==> src/hrwc_pkg.sv <==
/*
 Package for the head read/write mode controller: register map, field
 positions, reset values and timing counts.
 Assumes a 25 MHz system clock.
*/
package hrwc_pkg;
   localparam int unsigned CLK_HZ        = 25000000;
   localparam int unsigned HEAD_W        = 3;
   // Register byte addresses (word index times four)
   localparam logic [3:0] REG_CTRL       = 4'h0;
   localparam logic [3:0] REG_STAT       = 4'h4;
   localparam logic [3:0] REG_IRQ        = 4'h8;
   localparam logic [3:0] REG_MASK       = 4'hC;
   // Control fields
   localparam int unsigned CTRL_MODE_LSB = 0;
   localparam int unsigned CTRL_HEAD_LSB = 4;
   localparam int unsigned CTRL_PULSE    = 8;
   localparam logic [1:0]  MODE_IDLE     = 2'h0;
   localparam logic [1:0]  MODE_READ     = 2'h1;
   localparam logic [1:0]  MODE_WRITE    = 2'h2;
   // Interrupt bit positions
   localparam int unsigned IRQ_UNSAFE    = 0;
   localparam int unsigned IRQ_SAFE      = 1;
   localparam int unsigned IRQ_TIMEOUT   = 2;
   localparam logic [2:0]  IRQ_RST       = 3'h0;
   localparam logic [11:0] CTRL_RST      = 12'h000;
   // Write-unsafe timing, nanoseconds and clock cycles
   localparam int unsigned UNSAFE_MAX_NS = 8000;
   localparam int unsigned SAFE_MAX_NS   = 1000;
   localparam int unsigned UNSAFE_CYC    =
      (UNSAFE_MAX_NS * (CLK_HZ / 1000000) + 999) / 1000;
   localparam int unsigned SAFE_CYC      =
      (SAFE_MAX_NS * (CLK_HZ / 1000000) + 999) / 1000;
   // Half period of generated write data, cycles
   localparam int unsigned HALF_CYC      = 2;
   localparam int unsigned CNT_W         = 10;
endpackage

==> src/hrwc_ctrl.sv <==
/*
 Host controller for a multi-channel read/write preamplifier.
 Software sets mode, head and write-data pulses over Avalon-MM; the
 controller drives chip select, read/write, head select and write data
 pins and watches the write-unsafe flag. Assumes rst_n may be async.
*/
// Added by the designer: register access over Avalon-MM and the register offsets.
// Overview of operation
// head select pins carry the head index as a binary number, MSB high.
// chip select low with read/write low requests write mode.
// each falling edge of write data flips device current direction.
// read selection presets direction so next write starts on X side.
// device raises write-unsafe on faults, read, idle or no current.
// two write-data falling edges after the fault clear the flag.
// device blocks write current during supply faults in any mode.
// chip select low with read/write high requests read mode.
// device gates off write current in read mode.
// chip select high means idle whatever read/write shows.
// only one device may be selected at a time on shared lines.
// inputs pull up, an open line cannot produce writing.
// unsafe asserts within 1.6 to 8.0 us, clears within 1.0 us.
// mode and head decoding are combinational; other heads stay idle.
`timescale 1ns/1ns
module hrwc_ctrl
   import hrwc_pkg::*;
#(
   parameter int unsigned EDGE_COUNT = 2
)
(
   input  wire logic        clk,
   input  wire logic        rst_n,
   input  wire logic [3:0]  avs_address,
   input  wire logic        avs_read,
   input  wire logic        avs_write,
   input  wire logic [31:0] avs_writedata,
   output logic [31:0]      avs_readdata,
   output logic             avs_waitrequest,
   output logic             chip_sel_n,
   output logic             read_write,
   output logic [2:0]       head_index_sel,
   output logic             write_data_input,
   input  wire logic        write_unsafe,
   output logic             irq
);
   typedef enum logic [1:0] {S_IDLE, S_HIGH, S_LOW} hrwc_wd_t;

   logic          rs1_q, rs2_q, rst_i;
   logic          wu1_q, wu2_q, wu_prev_q;
   logic [1:0]    mode_q, mode_d;
   logic [2:0]    head_q, head_d;
   logic [3:0]    pend_q, pend_d;
   hrwc_wd_t      wd_q, wd_d;
   logic [CNT_W-1:0] hc_q, hc_d, wt_q, wt_d;
   logic [2:0]    ist_q, ist_d, msk_q, msk_d;
   logic          cs_q, cs_d, rw_q, rw_d, wdo_q, wdo_d;
   logic          ack_q, ack_d, irq_d;
   logic [31:0]   rd_q, rd_d;

   // Reset release and pin synchronisers
   always_ff @(posedge clk or negedge rst_n)
   begin
      if (!rst_n)
      begin
         rs1_q <= 1'b0;
         rs2_q <= 1'b0;
      end
      else
      begin
         rs1_q <= 1'b1;
         rs2_q <= rs1_q;
      end
   end
   assign rst_i = rs2_q;

   always_ff @(posedge clk or negedge rst_i)
   begin
      if (!rst_i)
      begin
         wu1_q     <= 1'b1;
         wu2_q     <= 1'b1;
         wu_prev_q <= 1'b1;
      end
      else
      begin
         wu1_q     <= write_unsafe;
         wu2_q     <= wu1_q;
         wu_prev_q <= wu2_q;
      end
   end

   always_comb
   begin
      mode_d = mode_q;
      head_d = head_q;
      pend_d = pend_q;
      wd_d   = wd_q;
      hc_d   = hc_q;
      wt_d   = wt_q;
      ist_d  = ist_q;
      msk_d  = msk_q;
      ack_d  = 1'b0;
      rd_d   = rd_q;
      // Bus slave: every access answers one cycle after it is seen
      if ((avs_read || avs_write) && !ack_q)
      begin
         ack_d = 1'b1;
         rd_d  = 32'h0000_0000;
         if (avs_address == REG_CTRL)
         begin
            if (avs_write)
            begin
               mode_d = avs_writedata[CTRL_MODE_LSB +: 2];
               head_d = avs_writedata[CTRL_HEAD_LSB +: HEAD_W];
               pend_d = avs_writedata[CTRL_PULSE +: 4];
            end
            rd_d = {20'h0_0000, pend_q, 1'b0, head_q, 2'h0, mode_q};
         end
         else if (avs_address == REG_STAT)
            rd_d = {30'h0000_0000, wd_q != S_IDLE, wu2_q};
         else if (avs_address == REG_IRQ)
         begin
            if (avs_write)
               ist_d = ist_q & ~avs_writedata[2:0];
            rd_d = {29'h0000_0000, ist_q};
         end
         else if (avs_address == REG_MASK)
         begin
            if (avs_write)
               msk_d = avs_writedata[2:0];
            rd_d = {29'h0000_0000, msk_q};
         end
      end
      // Write data pulse generator, starts pulses only in write mode
      case (wd_q)
         S_IDLE:
            if (pend_q != 4'h0 && mode_q == MODE_WRITE)
            begin
               wd_d = S_HIGH;
               hc_d = '0;
            end
         S_HIGH:
            if (hc_q == CNT_W'(HALF_CYC - 1))
            begin
               wd_d = S_LOW;
               hc_d = '0;
            end
            else
               hc_d = hc_q + 1'b1;
         S_LOW:
            if (hc_q == CNT_W'(HALF_CYC - 1))
            begin
               wd_d = S_IDLE;
               pend_d = pend_d - 4'h1;
            end
            else
               hc_d = hc_q + 1'b1;
         default:
            wd_d = S_IDLE;
      endcase
      // Flag transitions and a watchdog on the safe-going response
      if (wt_q != '0)
         wt_d = wt_q - 1'b1;
      if (mode_q == MODE_WRITE && wd_q == S_LOW && wt_q == '0 && wu2_q)
         wt_d = CNT_W'(UNSAFE_CYC + SAFE_CYC);
      if (wu2_q && !wu_prev_q)
         ist_d[IRQ_UNSAFE] = 1'b1;
      if (!wu2_q && wu_prev_q)
      begin
         ist_d[IRQ_SAFE] = 1'b1;
         wt_d = '0;
      end
      if (wt_q == CNT_W'(1) && wu2_q)
         ist_d[IRQ_TIMEOUT] = 1'b1;
   end

   // Pins decoded from the latched mode, pulse state and interrupt bits
   always_comb
   begin
      cs_d  = (mode_q == MODE_IDLE) || (mode_q == 2'h3);
      rw_d  = (mode_q != MODE_WRITE);
      wdo_d = (wd_q == S_HIGH) || (wd_q == S_IDLE);
      irq_d = |(ist_q & msk_q);
   end

   always_ff @(posedge clk or negedge rst_i)
   begin
      if (!rst_i)
      begin
         mode_q <= CTRL_RST[1:0];
         head_q <= CTRL_RST[6:4];
         pend_q <= CTRL_RST[11:8];
         wd_q   <= S_IDLE;
         hc_q   <= '0;
         wt_q   <= '0;
         ist_q  <= IRQ_RST;
         msk_q  <= IRQ_RST;
         ack_q  <= 1'b0;
         rd_q   <= 32'h0000_0000;
         chip_sel_n       <= 1'b1;
         read_write       <= 1'b1;
         head_index_sel   <= 3'h0;
         write_data_input <= 1'b1;
         irq              <= 1'b0;
         avs_readdata     <= 32'h0000_0000;
         avs_waitrequest  <= 1'b1;
      end
      else
      begin
         mode_q <= mode_d;
         head_q <= head_d;
         pend_q <= pend_d;
         wd_q   <= wd_d;
         hc_q   <= hc_d;
         wt_q   <= wt_d;
         ist_q  <= ist_d;
         msk_q  <= msk_d;
         ack_q  <= ack_d;
         rd_q   <= rd_d;
         chip_sel_n       <= cs_d;
         read_write       <= rw_d;
         head_index_sel   <= head_q;
         write_data_input <= wdo_d;
         irq              <= irq_d;
         avs_readdata     <= rd_d;
         avs_waitrequest  <= !ack_d;
      end
   end

   property p_idle_pins;
      @(posedge clk) disable iff (!rst_i)
      (mode_q == MODE_IDLE) |=> chip_sel_n;
   endproperty
   a_idle_pins: assert property (p_idle_pins)
      else $error("idle mode left chip select low");

   property p_write_pins;
      @(posedge clk) disable iff (!rst_i)
      (mode_q == MODE_WRITE) |=> (!chip_sel_n && !read_write);
   endproperty
   a_write_pins: assert property (p_write_pins)
      else $error("write mode pins wrong");

   property p_read_pins;
      @(posedge clk) disable iff (!rst_i)
      (mode_q == MODE_READ) |=> (!chip_sel_n && read_write);
   endproperty
   a_read_pins: assert property (p_read_pins)
      else $error("read mode pins wrong");

   property p_head;
      @(posedge clk) disable iff (!rst_i)
      $changed(head_q) |=> (head_index_sel == $past(head_q));
   endproperty
   a_head: assert property (p_head)
      else $error("head select not following index");

   property p_fall;
      @(posedge clk) disable iff (!rst_i)
      $fell(write_data_input) |-> $past(mode_q, 2) == MODE_WRITE;
   endproperty
   a_fall: assert property (p_fall)
      else $error("write data fell outside write mode");

   property p_pulse_len;
      @(posedge clk) disable iff (!rst_i)
      $fell(write_data_input) |-> !write_data_input [*2] ##1 write_data_input;
   endproperty
   a_pulse_len: assert property (p_pulse_len)
      else $error("write data low pulse width wrong");

   property p_irq;
      @(posedge clk) disable iff (!rst_i)
      (wu2_q && !wu_prev_q && msk_q[IRQ_UNSAFE]) ##1 msk_q[IRQ_UNSAFE]
         |=> irq;
   endproperty
   a_irq: assert property (p_irq)
      else $error("interrupt not raised");

   property p_noread_write;
      @(posedge clk) disable iff (!rst_i)
      read_write |-> write_data_input || $past(mode_q, 2) == MODE_WRITE
         || $past(mode_q) == MODE_WRITE;
   endproperty
   a_noread_write: assert property (p_noread_write)
      else $error("write data pulsed with read/write high");

   c_write: cover property (@(posedge clk) !chip_sel_n && !read_write);
   c_read: cover property (@(posedge clk) !chip_sel_n && read_write);
   c_safe: cover property (@(posedge clk) ist_q[IRQ_SAFE]);
   c_clear: cover property (@(posedge clk)
      mode_q == MODE_WRITE && pend_q == 4'(EDGE_COUNT));
endmodule

==> config.mk <==
export PLATFORM = sky130hd
export DESIGN_NAME = hrwc_ctrl
export DESIGN_NICKNAME = d
export VERILOG_FILES = /design/src/hrwc_pkg.sv /design/src/hrwc_ctrl.sv
export SDC_FILE = /design/constraint.sdc
export NUM_CORES = 1
export LEC_CHECK = 0
export BUFFER_PORTS_ARGS = -buffer_cell sky130_fd_sc_hd__buf_2
export CORE_ASPECT_RATIO = 1.4
export CORE_MARGIN = 2
export CORE_UTILIZATION = 45
export CTS_CLUSTER_DIAMETER = 40
export DETAILED_ROUTE_END_ITERATION = 10
export GPL_ROUTABILITY_DRIVEN = 0
export PLACE_DENSITY = 0.74
export SYNTH_ARGS = -nofsm -noshare
export SYNTH_HDL_FRONTEND = slang
export SYNTH_SLANG_ARGS = --single-unit
==> constraint.sdc <==
create_clock -name clk -period 3.6 [get_ports clk]
set_input_delay 0.18 -clock clk [delete_from_list [all_inputs] [get_ports clk]]
set_output_delay 0.18 -clock clk [all_outputs]
set_load 0.02 [all_outputs]
==> results of run 1 <==
==> worst min-delay path by stage <==
stage,from,end,slack [ps],depth (start not counted)
after global routing,avs_writedata[4],head_q[0]$_DFFE_PN0P_,50,2
after detailed placement,rst_n,rs1_q$_DFF_PN0_,-30,1
after CTS,avs_writedata[4],head_q[0]$_DFFE_PN0P_,50,2
final,avs_writedata[4],head_q[0]$_DFFE_PN0P_,70,2
after floorplan,rst_n,rs1_q$_DFF_PN0_,-120,0
after global placement,rst_n,rs1_q$_DFF_PN0_,-40,1
==> worst reg2reg max path: stages (launching register included) <==
cell	delay, ps
dfrtp_1	430
ha_1	230
nor3b_1	150
and3_1	230
nor2_1	190
nand3_1	320
o31ai_1	330
==> report_power, final <==
part | total, mW | leakage (nW) | internal, mW | switching [mW]
registers | 0.990 | 0.769 | 0.847 | 0.143
clock network | 0.621 | 0.101 | 0.330 | 0.291
logic | 0.706 | 0.749 | 0.297 | 0.409
total | 2.32 | 1.62 | 1.47 | 0.843
==> metal layers <==
layer  vias to the layer above  part of all wire, %
li1                       1024                    -
met5                         -                    0
met2                        61                   49
met3                         8                  4.2
met4                         0                  2.1
met1                      1043                   44
==> area by class of cell <==
class | count | area [um2] | area share [%]
Sequential cell | 61 | 1540 | 45.5
Inverter | 14 | 52.6 | 1.56
Clock buffer | 9 | 124 | 3.67
Tap cell | 74 | 92.6 | 2.74
Multi-Input combinational cell | 196 | 1270 | 37.8
Clock inverter | 7 | 81.3 | 2.41
Timing Repair Buffer | 40 | 215 | 6.37
==> cells by family after synthesis <==
logic type | after synthesis | synth area share, %
other cells | 2 | 0.253
flops | 61 | 51.6
fa+ha+maj | 10 | 4.21
simple gates | 84 | 15.4
xor+xnor | 5 | 1.47
buf+inv | 41 | 8.12
mux | 14 | 5.85
compound gates | 60 | 13.0
==> sequential cells by signal (all words and copies together), names as in the netlist <==
register          count
ack_q                 1
avs_waitrequest       1
chip_sel_n            1
hc_q                 10
head_index_sel        3
head_q                3
irq                   1
ist_q                 3
mode_q                2
msk_q                 3
pend_q                4
rd_q                 10
read_write            1
rs1_q                 1
rs2_q                 1
wd_q                  2
write_data_input      1
wt_q                 10
wu1_q                 1
wu2_q                 1
wu_prev_q             1
==> cells in the mapped netlist, types with 2 or more instances <==
cell type and instances:
a211oi_1 2, a21oi_1 11, a22o_1 9, a31oi_1 2
and3_1 3, buf_4 23, clkbuf_1 2, conb_1 2
dfrtp_1 54, dfstp_2 7, ha_1 10, inv_1 14
mux2_2 4, mux2i_1 7, mux4_2 2, nand2_1 23
nand2b_1 4, nand3_1 8, nand4_1 2, nor2_1 16
nor2b_1 6, nor3_1 3, nor4_1 2, nor4_2 2
o21ai_0 14, o21ai_1 9, o31ai_1 8, or2_2 2
or3_1 2, xnor2_1 2, xor2_1 3
==> flow_summary.toml, run 1 <==
[routing]
num_vias = 2136
wl_per_cell_um = 13.4
routed_wl_um = 5360
drt_pass1_iterations = 4
drcViolationCount = 0
detail-route-antenna-nets = 0
drtIter0Drc = 109
viasPerCell = 5.33

[worst_setup_path]
arrival_ps = 2220
cp.depth = 6
max_stage_delay_ps = 430
cp_num_buf_inv = 0
r2r_setup_slack_ps = 1620
critPathLaunch = "hc_q[0]$_DFFE_PN0P_"
crit_type = "register to register"
crit_family = "simple AND/OR/NAND/NOR gates"
critPathCaptureType = "register"
cp.required_ps = 3840
slowest_stage = "dfrtp_1"
r2r_end = "hc_q[3]$_DFFE_PN0P_"
cp_max_fo = 9
rr_startpoint = "hc_q[0]$_DFFE_PN0P_"
ff2ff_path_depth = 6
crit_chain = "ha_1, nor3b_1, and3_1, nor2_1, nand3_1, o31ai_1"
cp-start-kind = "register"
endpoint = "hc_q[3]$_DFFE_PN0P_"

[cells_and_area]
drive_gt1_share_pct = 23.9
mostFrequentLayoutCells = "53 x dfrtp_1, 36 x buf_2, 23 x nand2_1, 23 x conb_1, 16 x nor2_1"
final_cell_count_no_fill = 401
final_util_pct = 52.1
design_area_um2 = 3380
fill_cells = 589
syn_to_final_growth_pct = 13.6
final_nets = 373
final_common_cell = "dfrtp_1"
diodes = 0

[cts]
h-tree-depth = 3
insertion_delay_ps = 330
holdBufCountCts = 2
cts_tree = "done"
clkSinkCount = 61
cts_root_buffer = "clkbuf_8"
post_cts_buffers = 0
cts-buffers-inserted = 9
cts_buffer_depth = 2
post_cts_resize_count = 0
cts.reportedPaths.clkPinSlew_ps = 80

[yosys]
ys_seq_area_share_pct = 51.6
synth_edf_count = 0
ys_seq_elements = 61
ys_top_cells_by_area = "dfrtp_1 45%, dfstp_2 6.2%, buf_4 5.8%"
async_flop_share_pct = 100
syn_inst = 277
synth_top_area_share_pct = 45.5
yosysUniqueCellTypes = 50
yosysTopAreaCell = "dfrtp_1"
synth-main-ff-cell = "dfrtp_1"
synth.avg_cell_area_um2 = 10.7
synth_warnings = 0
syn-cell-area_um2 = 2970

[timing]
fmax_ghz = 0.504
worst_slew_pin_slew_ps = 884
finalWorstSetupSlack_ps = 1620
clock-skew-final_ps = 9.48
setup_tns_ps = 0
fin_crit_ps = 1980
rsz0062_at_grt = "false"
max_slew_margin_pct = 41.1
fin_crit_sh_pct = 55.1
hold_viol_final = 0
setup_viol = 0
slew_viol_final = 0
whs_ps = 71.3

[grt]
grt_pass1_wl_um = 9270
grt_start_max_net_pins = 42
grt_util_met3_pct = 4.02
grt_util_all_layers_pct = 16.3
grt_antenna_before_repair = 0
grt_pass1_vias = 2012
gr-total-overflow = 0
use_met2_pct = 25.5
grt.busiest_layer = "met2"
grt_util_met1_pct = 20.6

[pwr]
ir_drop_mv = 0.261
p_per_area_nw_per_um2 = 686
totalPowerFinal_mw = 2.32
leakage_nw = 1.62

[floorplan]
core_area_um2 = 6480
die_x_um = 72.7
die_height_um = 100
dieArea_um2 = 7280
io_pins = 81
rows = 35
initial_core_util_pct = 45.9

[placed_design]
placedInstanceArea_um2 = 3150
place_inst = 383
port_buffers = 36
dpl.hpwl_um = 3860
place_ws_ps = 1520

[hold_path]
hp-class = "input pin to register"

[run_status]
status = "finished clean"

[flow_run]
maxCapViolCount = 0
No activity file was read; power rests on OpenSTA's default activity.
==> inputs of run 2 (changes only) <==
==> constraint.sdc (replaced) <==
create_clock -name clk -period 2 [get_ports clk]
set_input_delay 0.1 -clock clk [delete_from_list [all_inputs] [get_ports clk]]
set_output_delay 0.1 -clock clk [all_outputs]
set_load 0.02 [all_outputs]
==> flow_summary.toml, run 2 (same netlist as run 1, synthesis figures left out) <==
[cells_and_area]
fill_cells = 597
final_nets = 378
top_regs = "hc_q x10, rd_q x10, wt_q x10"
drive_gt1_share_pct = 25.6
final_common_cell = "dfrtp_1"
mostFrequentLayoutCells = "53 x dfrtp_1, 36 x buf_2, 23 x conb_1"
syn_to_final_growth_pct = 16.7
final_cell_count_no_fill = 406
diodes = 0

[routing]
wl_met2_um = 3040
drtIter0Drc = 136
viasPerCell = 5.24
routed.top_layer = "met4"
wl_per_cell_um = 14.2
drcViolationCount = 0
drt_pass1_iterations = 5
wl_met3_um = 204
num_vias = 2129
routed_wl_um = 5760
met1Wirelength_um = 2410
detail-route-antenna-nets = 0

[pwr]
leakage_nw = 1.65
totalPowerFinal_mw = 4.29
ir_drop_mv = 0.556
clkPwrFrac_pct = 26.0
intPower_mw = 2.71
p_per_area_nw_per_um2 = 1240
p_sw_mw = 1.58
power_frac_seq_pct = 41.3
p_comb_share_pct = 32.8
p_sw_share_pct = 36.8

[worst_setup_path]
cp_num_buf_inv = 1
cp_max_fo = 11
max_stage_delay_ps = 410
crit_chain = "inv_1, ha_1, o41ai_2, a21oi_1, nand2_2, o21ai_0, o21ai_0"
cp-start-kind = "register"
slowest_stage = "dfrtp_1"
crit_family = "compound AO/OA/AOI/OAI gates"
critPathCaptureType = "register"
arrival_ps = 2070
crit_type = "register to register"
rr_startpoint = "mode_q[0]$_DFFE_PN0P_"
critPathLaunch = "mode_q[0]$_DFFE_PN0P_"
cp.required_ps = 2220
cpMostUsedCell = "o21ai_0"

[timing]
fin_crit_sh_pct = 92.7
worst_slew_pin_slew_ps = 545
fmax_ghz = 0.540
setup_tns_ps = 0
slew_viol_final = 0
clock-skew-final_ps = 11.2
setup_viol = 0
fin_crit_ps = 1850
hold_viol_final = 0
max_slew_margin_pct = 63.6
finalWorstSetupSlack_ps = 147
rsz0062_at_grt = "false"

[floorplan]
core_area_um2 = 6480
die_height_um = 100
rows = 35
dieArea_um2 = 7280
io_pins = 81
initial_core_util_pct = 45.9
die_x_um = 72.7

[grt]
grt_pass1_wl_um = 9690
grt_pass1_vias = 2125
gr-total-overflow = 0
grt_antenna_before_repair = 0
grt_util_all_layers_pct = 17.5
grt_start_max_net_pins = 40

[cts]
h-tree-depth = 3
cts_tree = "done"
cts-buffers-inserted = 9
cts_root_buffer = "clkbuf_8"
insertion_delay_ps = 340
cts_buffer_depth = 2
cts.reportedPaths.clkPinSlew_ps = 80
post_cts_buffers = 0
clkSinkCount = 61

[placed_design]
dpl.hpwl_um = 4050
port_buffers = 36
place_inst = 385
place_ws_ps = 37.7

[flow_run]
maxCapViolCount = 0

[hold_path]
hp-start = "avs_writedata[2]"
hp-class = "input pin to register"

[run_status]
status = "finished clean"
==> run 2: layer usage <==
metal | up-vias | global-route usage, %
met5 | - | 0
met4 | 0 | 9.12
met3 | 10 | 4.32
met2 | 50 | 29.1
met1 | 1032 | 20.7
li1 | 1037 | -
==> run 2: what timing repair did <==
item,CTS,global route
resized for setup,0,8
hold buffers,5,0
hold endpoints to repair,6,0
setup endpoints to repair,0,15
==> run 2: worst paths after layout <==
kind,endpoint,slack (ps),depth (start not counted)
hold / removal,msk_q[2]$_DFFE_PN0P_,50,3
setup reg to reg,hc_q[2]$_DFFE_PN0P_,150,7
setup / recovery,hc_q[2]$_DFFE_PN0P_,150,7
min in group asynchronous,rs2_q$_DFF_PN0_,60,2
hold reg to reg,head_q[2]$_DFFE_PN0P_,220,0
max in group asynchronous,wu_prev_q$_DFF_PN1_,1130,1
==> run 2: per-stage QoR <==
step | util, % | hold WS (ps) | instance area, um2
after detailed placement | 49.1 | -114 | 3180
after floorplan | - | -196 | 3050
final | 53.5 | 52.0 | 3470
after CTS | 53.0 | 28.5 | 3430
after global placement | 49.1 | -113 | 3180
after global routing | 53.5 | 56.4 | 3470
==> run 2: final cells by class <==
class / instances / area [um2] / area share, %
clock buffer: 9 / 124 / 3.57
clock inverter: 7 / 78.8 / 2.27
inverter: 14 / 52.6 / 1.52
multi-input combinational: 196 / 1310 / 37.8
sequential: 61 / 1540 / 44.3
tap: 74 / 92.6 / 2.67
timing repair buffer: 45 / 273 / 7.86
==> run 2: worst register-to-register path: stages (launching register included) <==
cell,delay [ps]
dfrtp_1,410
inv_1,70
ha_1,230
o41ai_2,130
a21oi_1,340
nand2_2,230
o21ai_0,210
o21ai_0,110
==> run 2: power by group through the flow <==
| stage | sequential [mW] | combinational (mW) | clock (mW) |
|---|---|---|---|
| floorplan | 1.83 | 0.961 | 0 |
| global placement | 1.77 | 1.27 | 0 |
| finish | 1.77 | 1.40 | 1.11 |
| CTS | 1.77 | 1.33 | 1.15 |
| global route | 1.82 | 1.58 | 1.21 |
| detailed placement | 1.79 | 1.32 | 0 |
==> inputs of run 3 (changes only) <==
--- a/config.mk
+++ b/config.mk
@@ -8,11 +8,11 @@
 export BUFFER_PORTS_ARGS = -buffer_cell sky130_fd_sc_hd__buf_2
 export CORE_ASPECT_RATIO = 1.4
 export CORE_MARGIN = 2
-export CORE_UTILIZATION = 45
+export CORE_UTILIZATION = 52
 export CTS_CLUSTER_DIAMETER = 40
 export DETAILED_ROUTE_END_ITERATION = 10
 export GPL_ROUTABILITY_DRIVEN = 0
-export PLACE_DENSITY = 0.74
+export PLACE_DENSITY = 0.83
 export SYNTH_ARGS = -nofsm -noshare
 export SYNTH_HDL_FRONTEND = slang
 export SYNTH_SLANG_ARGS = --single-unit
==> flow_summary.toml, run 3 (same netlist as run 1, synthesis figures left out) <==
[placed_design]
place_ws_ps = 53.0
placedInstanceArea_um2 = 3190
dpl.hpwl_um = 3930
place_inst = 381
port_buffers = 36

[timing]
fin_crit_ps = 1900
whs_ps = 35.0
fmax_ghz = 0.526
rsz0062_at_grt = "false"
finalWorstSetupSlack_ps = 99.3
worst_slew_pin_slew_ps = 588
slew_viol_final = 0
max_slew_margin_pct = 60.7
hold_viol_final = 0
clock-skew-final_ps = 11.8
setup_viol = 0
setup_tns_ps = 0
fin_crit_sh_pct = 95.0

[worst_setup_path]
max_stage_delay_ps = 520
cpMostUsedCell = "nand2_1"
arrival_ps = 2130
crit_chain = "inv_1, ha_4, or4b_4, nor3b_4, nand2_1, nand2_1, a21oi_1"
cp_max_fo = 5
cp_num_buf_inv = 1
critPathCaptureType = "register"
crit_family = "simple AND/OR/NAND/NOR gates"
cp.required_ps = 2220
cp-start-kind = "register"
crit_type = "register to register"
slowest_stage = "or4b_4"

[cells_and_area]
top_regs = "hc_q x10, rd_q x10, wt_q x10"
mostFrequentLayoutCells = "53 x dfrtp_1, 36 x buf_2, 23 x nand2_1, 23 x conb_1, 16 x nor2_1"
final_common_cell = "dfrtp_1"
final_util_pct = 63.5
drive_gt1_share_pct = 24.8
diodes = 0
design_area_um2 = 3510
syn_to_final_growth_pct = 18.1
final_nets = 381
final_cell_count_no_fill = 403

[pwr]
p_per_area_nw_per_um2 = 1290
ir_drop_mv = 0.702
totalPowerFinal_mw = 4.54
leakage_nw = 1.68

[floorplan]
rows = 32
die_x_um = 67.9
die_height_um = 93.5
initial_core_util_pct = 53.8
io_pins = 81
dieArea_um2 = 6350
core_area_um2 = 5530

[cts]
cts_root_buffer = "clkbuf_8"
cts-buffers-inserted = 9
insertion_delay_ps = 350
h-tree-depth = 3
cts.reportedPaths.clkPinSlew_ps = 80
cts_tree = "done"
cts_buffer_depth = 2
clkSinkCount = 61

[grt]
grt_pass1_vias = 2088
gr-total-overflow = 0
grt_start_max_net_pins = 36
grt_antenna_before_repair = 0
grt_pass1_wl_um = 9290
grt_util_all_layers_pct = 19.5

[routing]
detail-route-antenna-nets = 0
drtIter0Drc = 131
num_vias = 2179
viasPerCell = 5.41
routed_wl_um = 5790
drt_pass1_iterations = 4
wl_per_cell_um = 14.4
drcViolationCount = 0

[flow_run]
maxCapViolCount = 0

[hold_path]
hp-class = "input pin to register"

[run_status]
status = "finished clean"
## run 3: cell type report
class / instances / area [um2]
Sequential cell: 61 / 1540
Clock buffer: 10 / 128
Tap cell: 68 / 85.1
Multi-Input combinational cell: 196 / 1300
Inverter: 14 / 52.6
Timing Repair Buffer: 48 / 295
Clock inverter: 6 / 111
Fill cell: 427 / 2010
## run 3: report_power, final
| part | leakage [nW] | internal, mW | switching [mW] |
|---|---|---|---|
| Clock | 0.116 | 0.828 | 0.497 |
| Sequential | 0.769 | 1.53 | 0.252 |
| Combinational | 0.792 | 0.612 | 0.825 |
## run 3: path summary, 6_finish.rpt
check | from | slack (ps) | endpoint | depth (start not counted)
hold reg to reg | rs2_q$_DFF_PN0_ | 260 | mode_q[0]$_DFFE_PN0P_ | 0
setup reg to reg | wt_q[1]$_DFFE_PN0P_ | 100 | wt_q[7]$_DFFE_PN0P_ | 7
min in group asynchronous | rst_n | 70 | rs1_q$_DFF_PN0_ | 2
max in group asynchronous | rs2_q$_DFF_PN0_ | 1090 | avs_waitrequest$_DFF_PN1_ | 1
setup / recovery | wt_q[1]$_DFFE_PN0P_ | 100 | wt_q[7]$_DFFE_PN0P_ | 7
hold / removal | avs_writedata[2] | 40 | msk_q[2]$_DFFE_PN0P_ | 3
## run 3: routing by layer
metal | track usage (%) | vias up | share of wire (%)
met5 | 0 | - | 0
met4 | 8.33 | 0 | 1.8
met3 | 4.33 | 9 | 4.3
met2 | 34.5 | 63 | 54
met1 | 21.8 | 1069 | 40
li1 | - | 1038 | -
## run 3: worst min-delay path, cell delays in order
cell,delay (ps)
buf_2,90
inv_1,60
o21ai_0,80
## run 3: repair_timing
| action | 4_1_cts | 5_1_grt |
|---|---|---|
| buffers inserted | 0 | 1 |
| endpoints found under the hold margin | 6 | 0 |
| hold buffers | 5 | 0 |
| gates resized for setup | 0 | 4 |
| endpoints found under the setup margin | 0 | 6 |
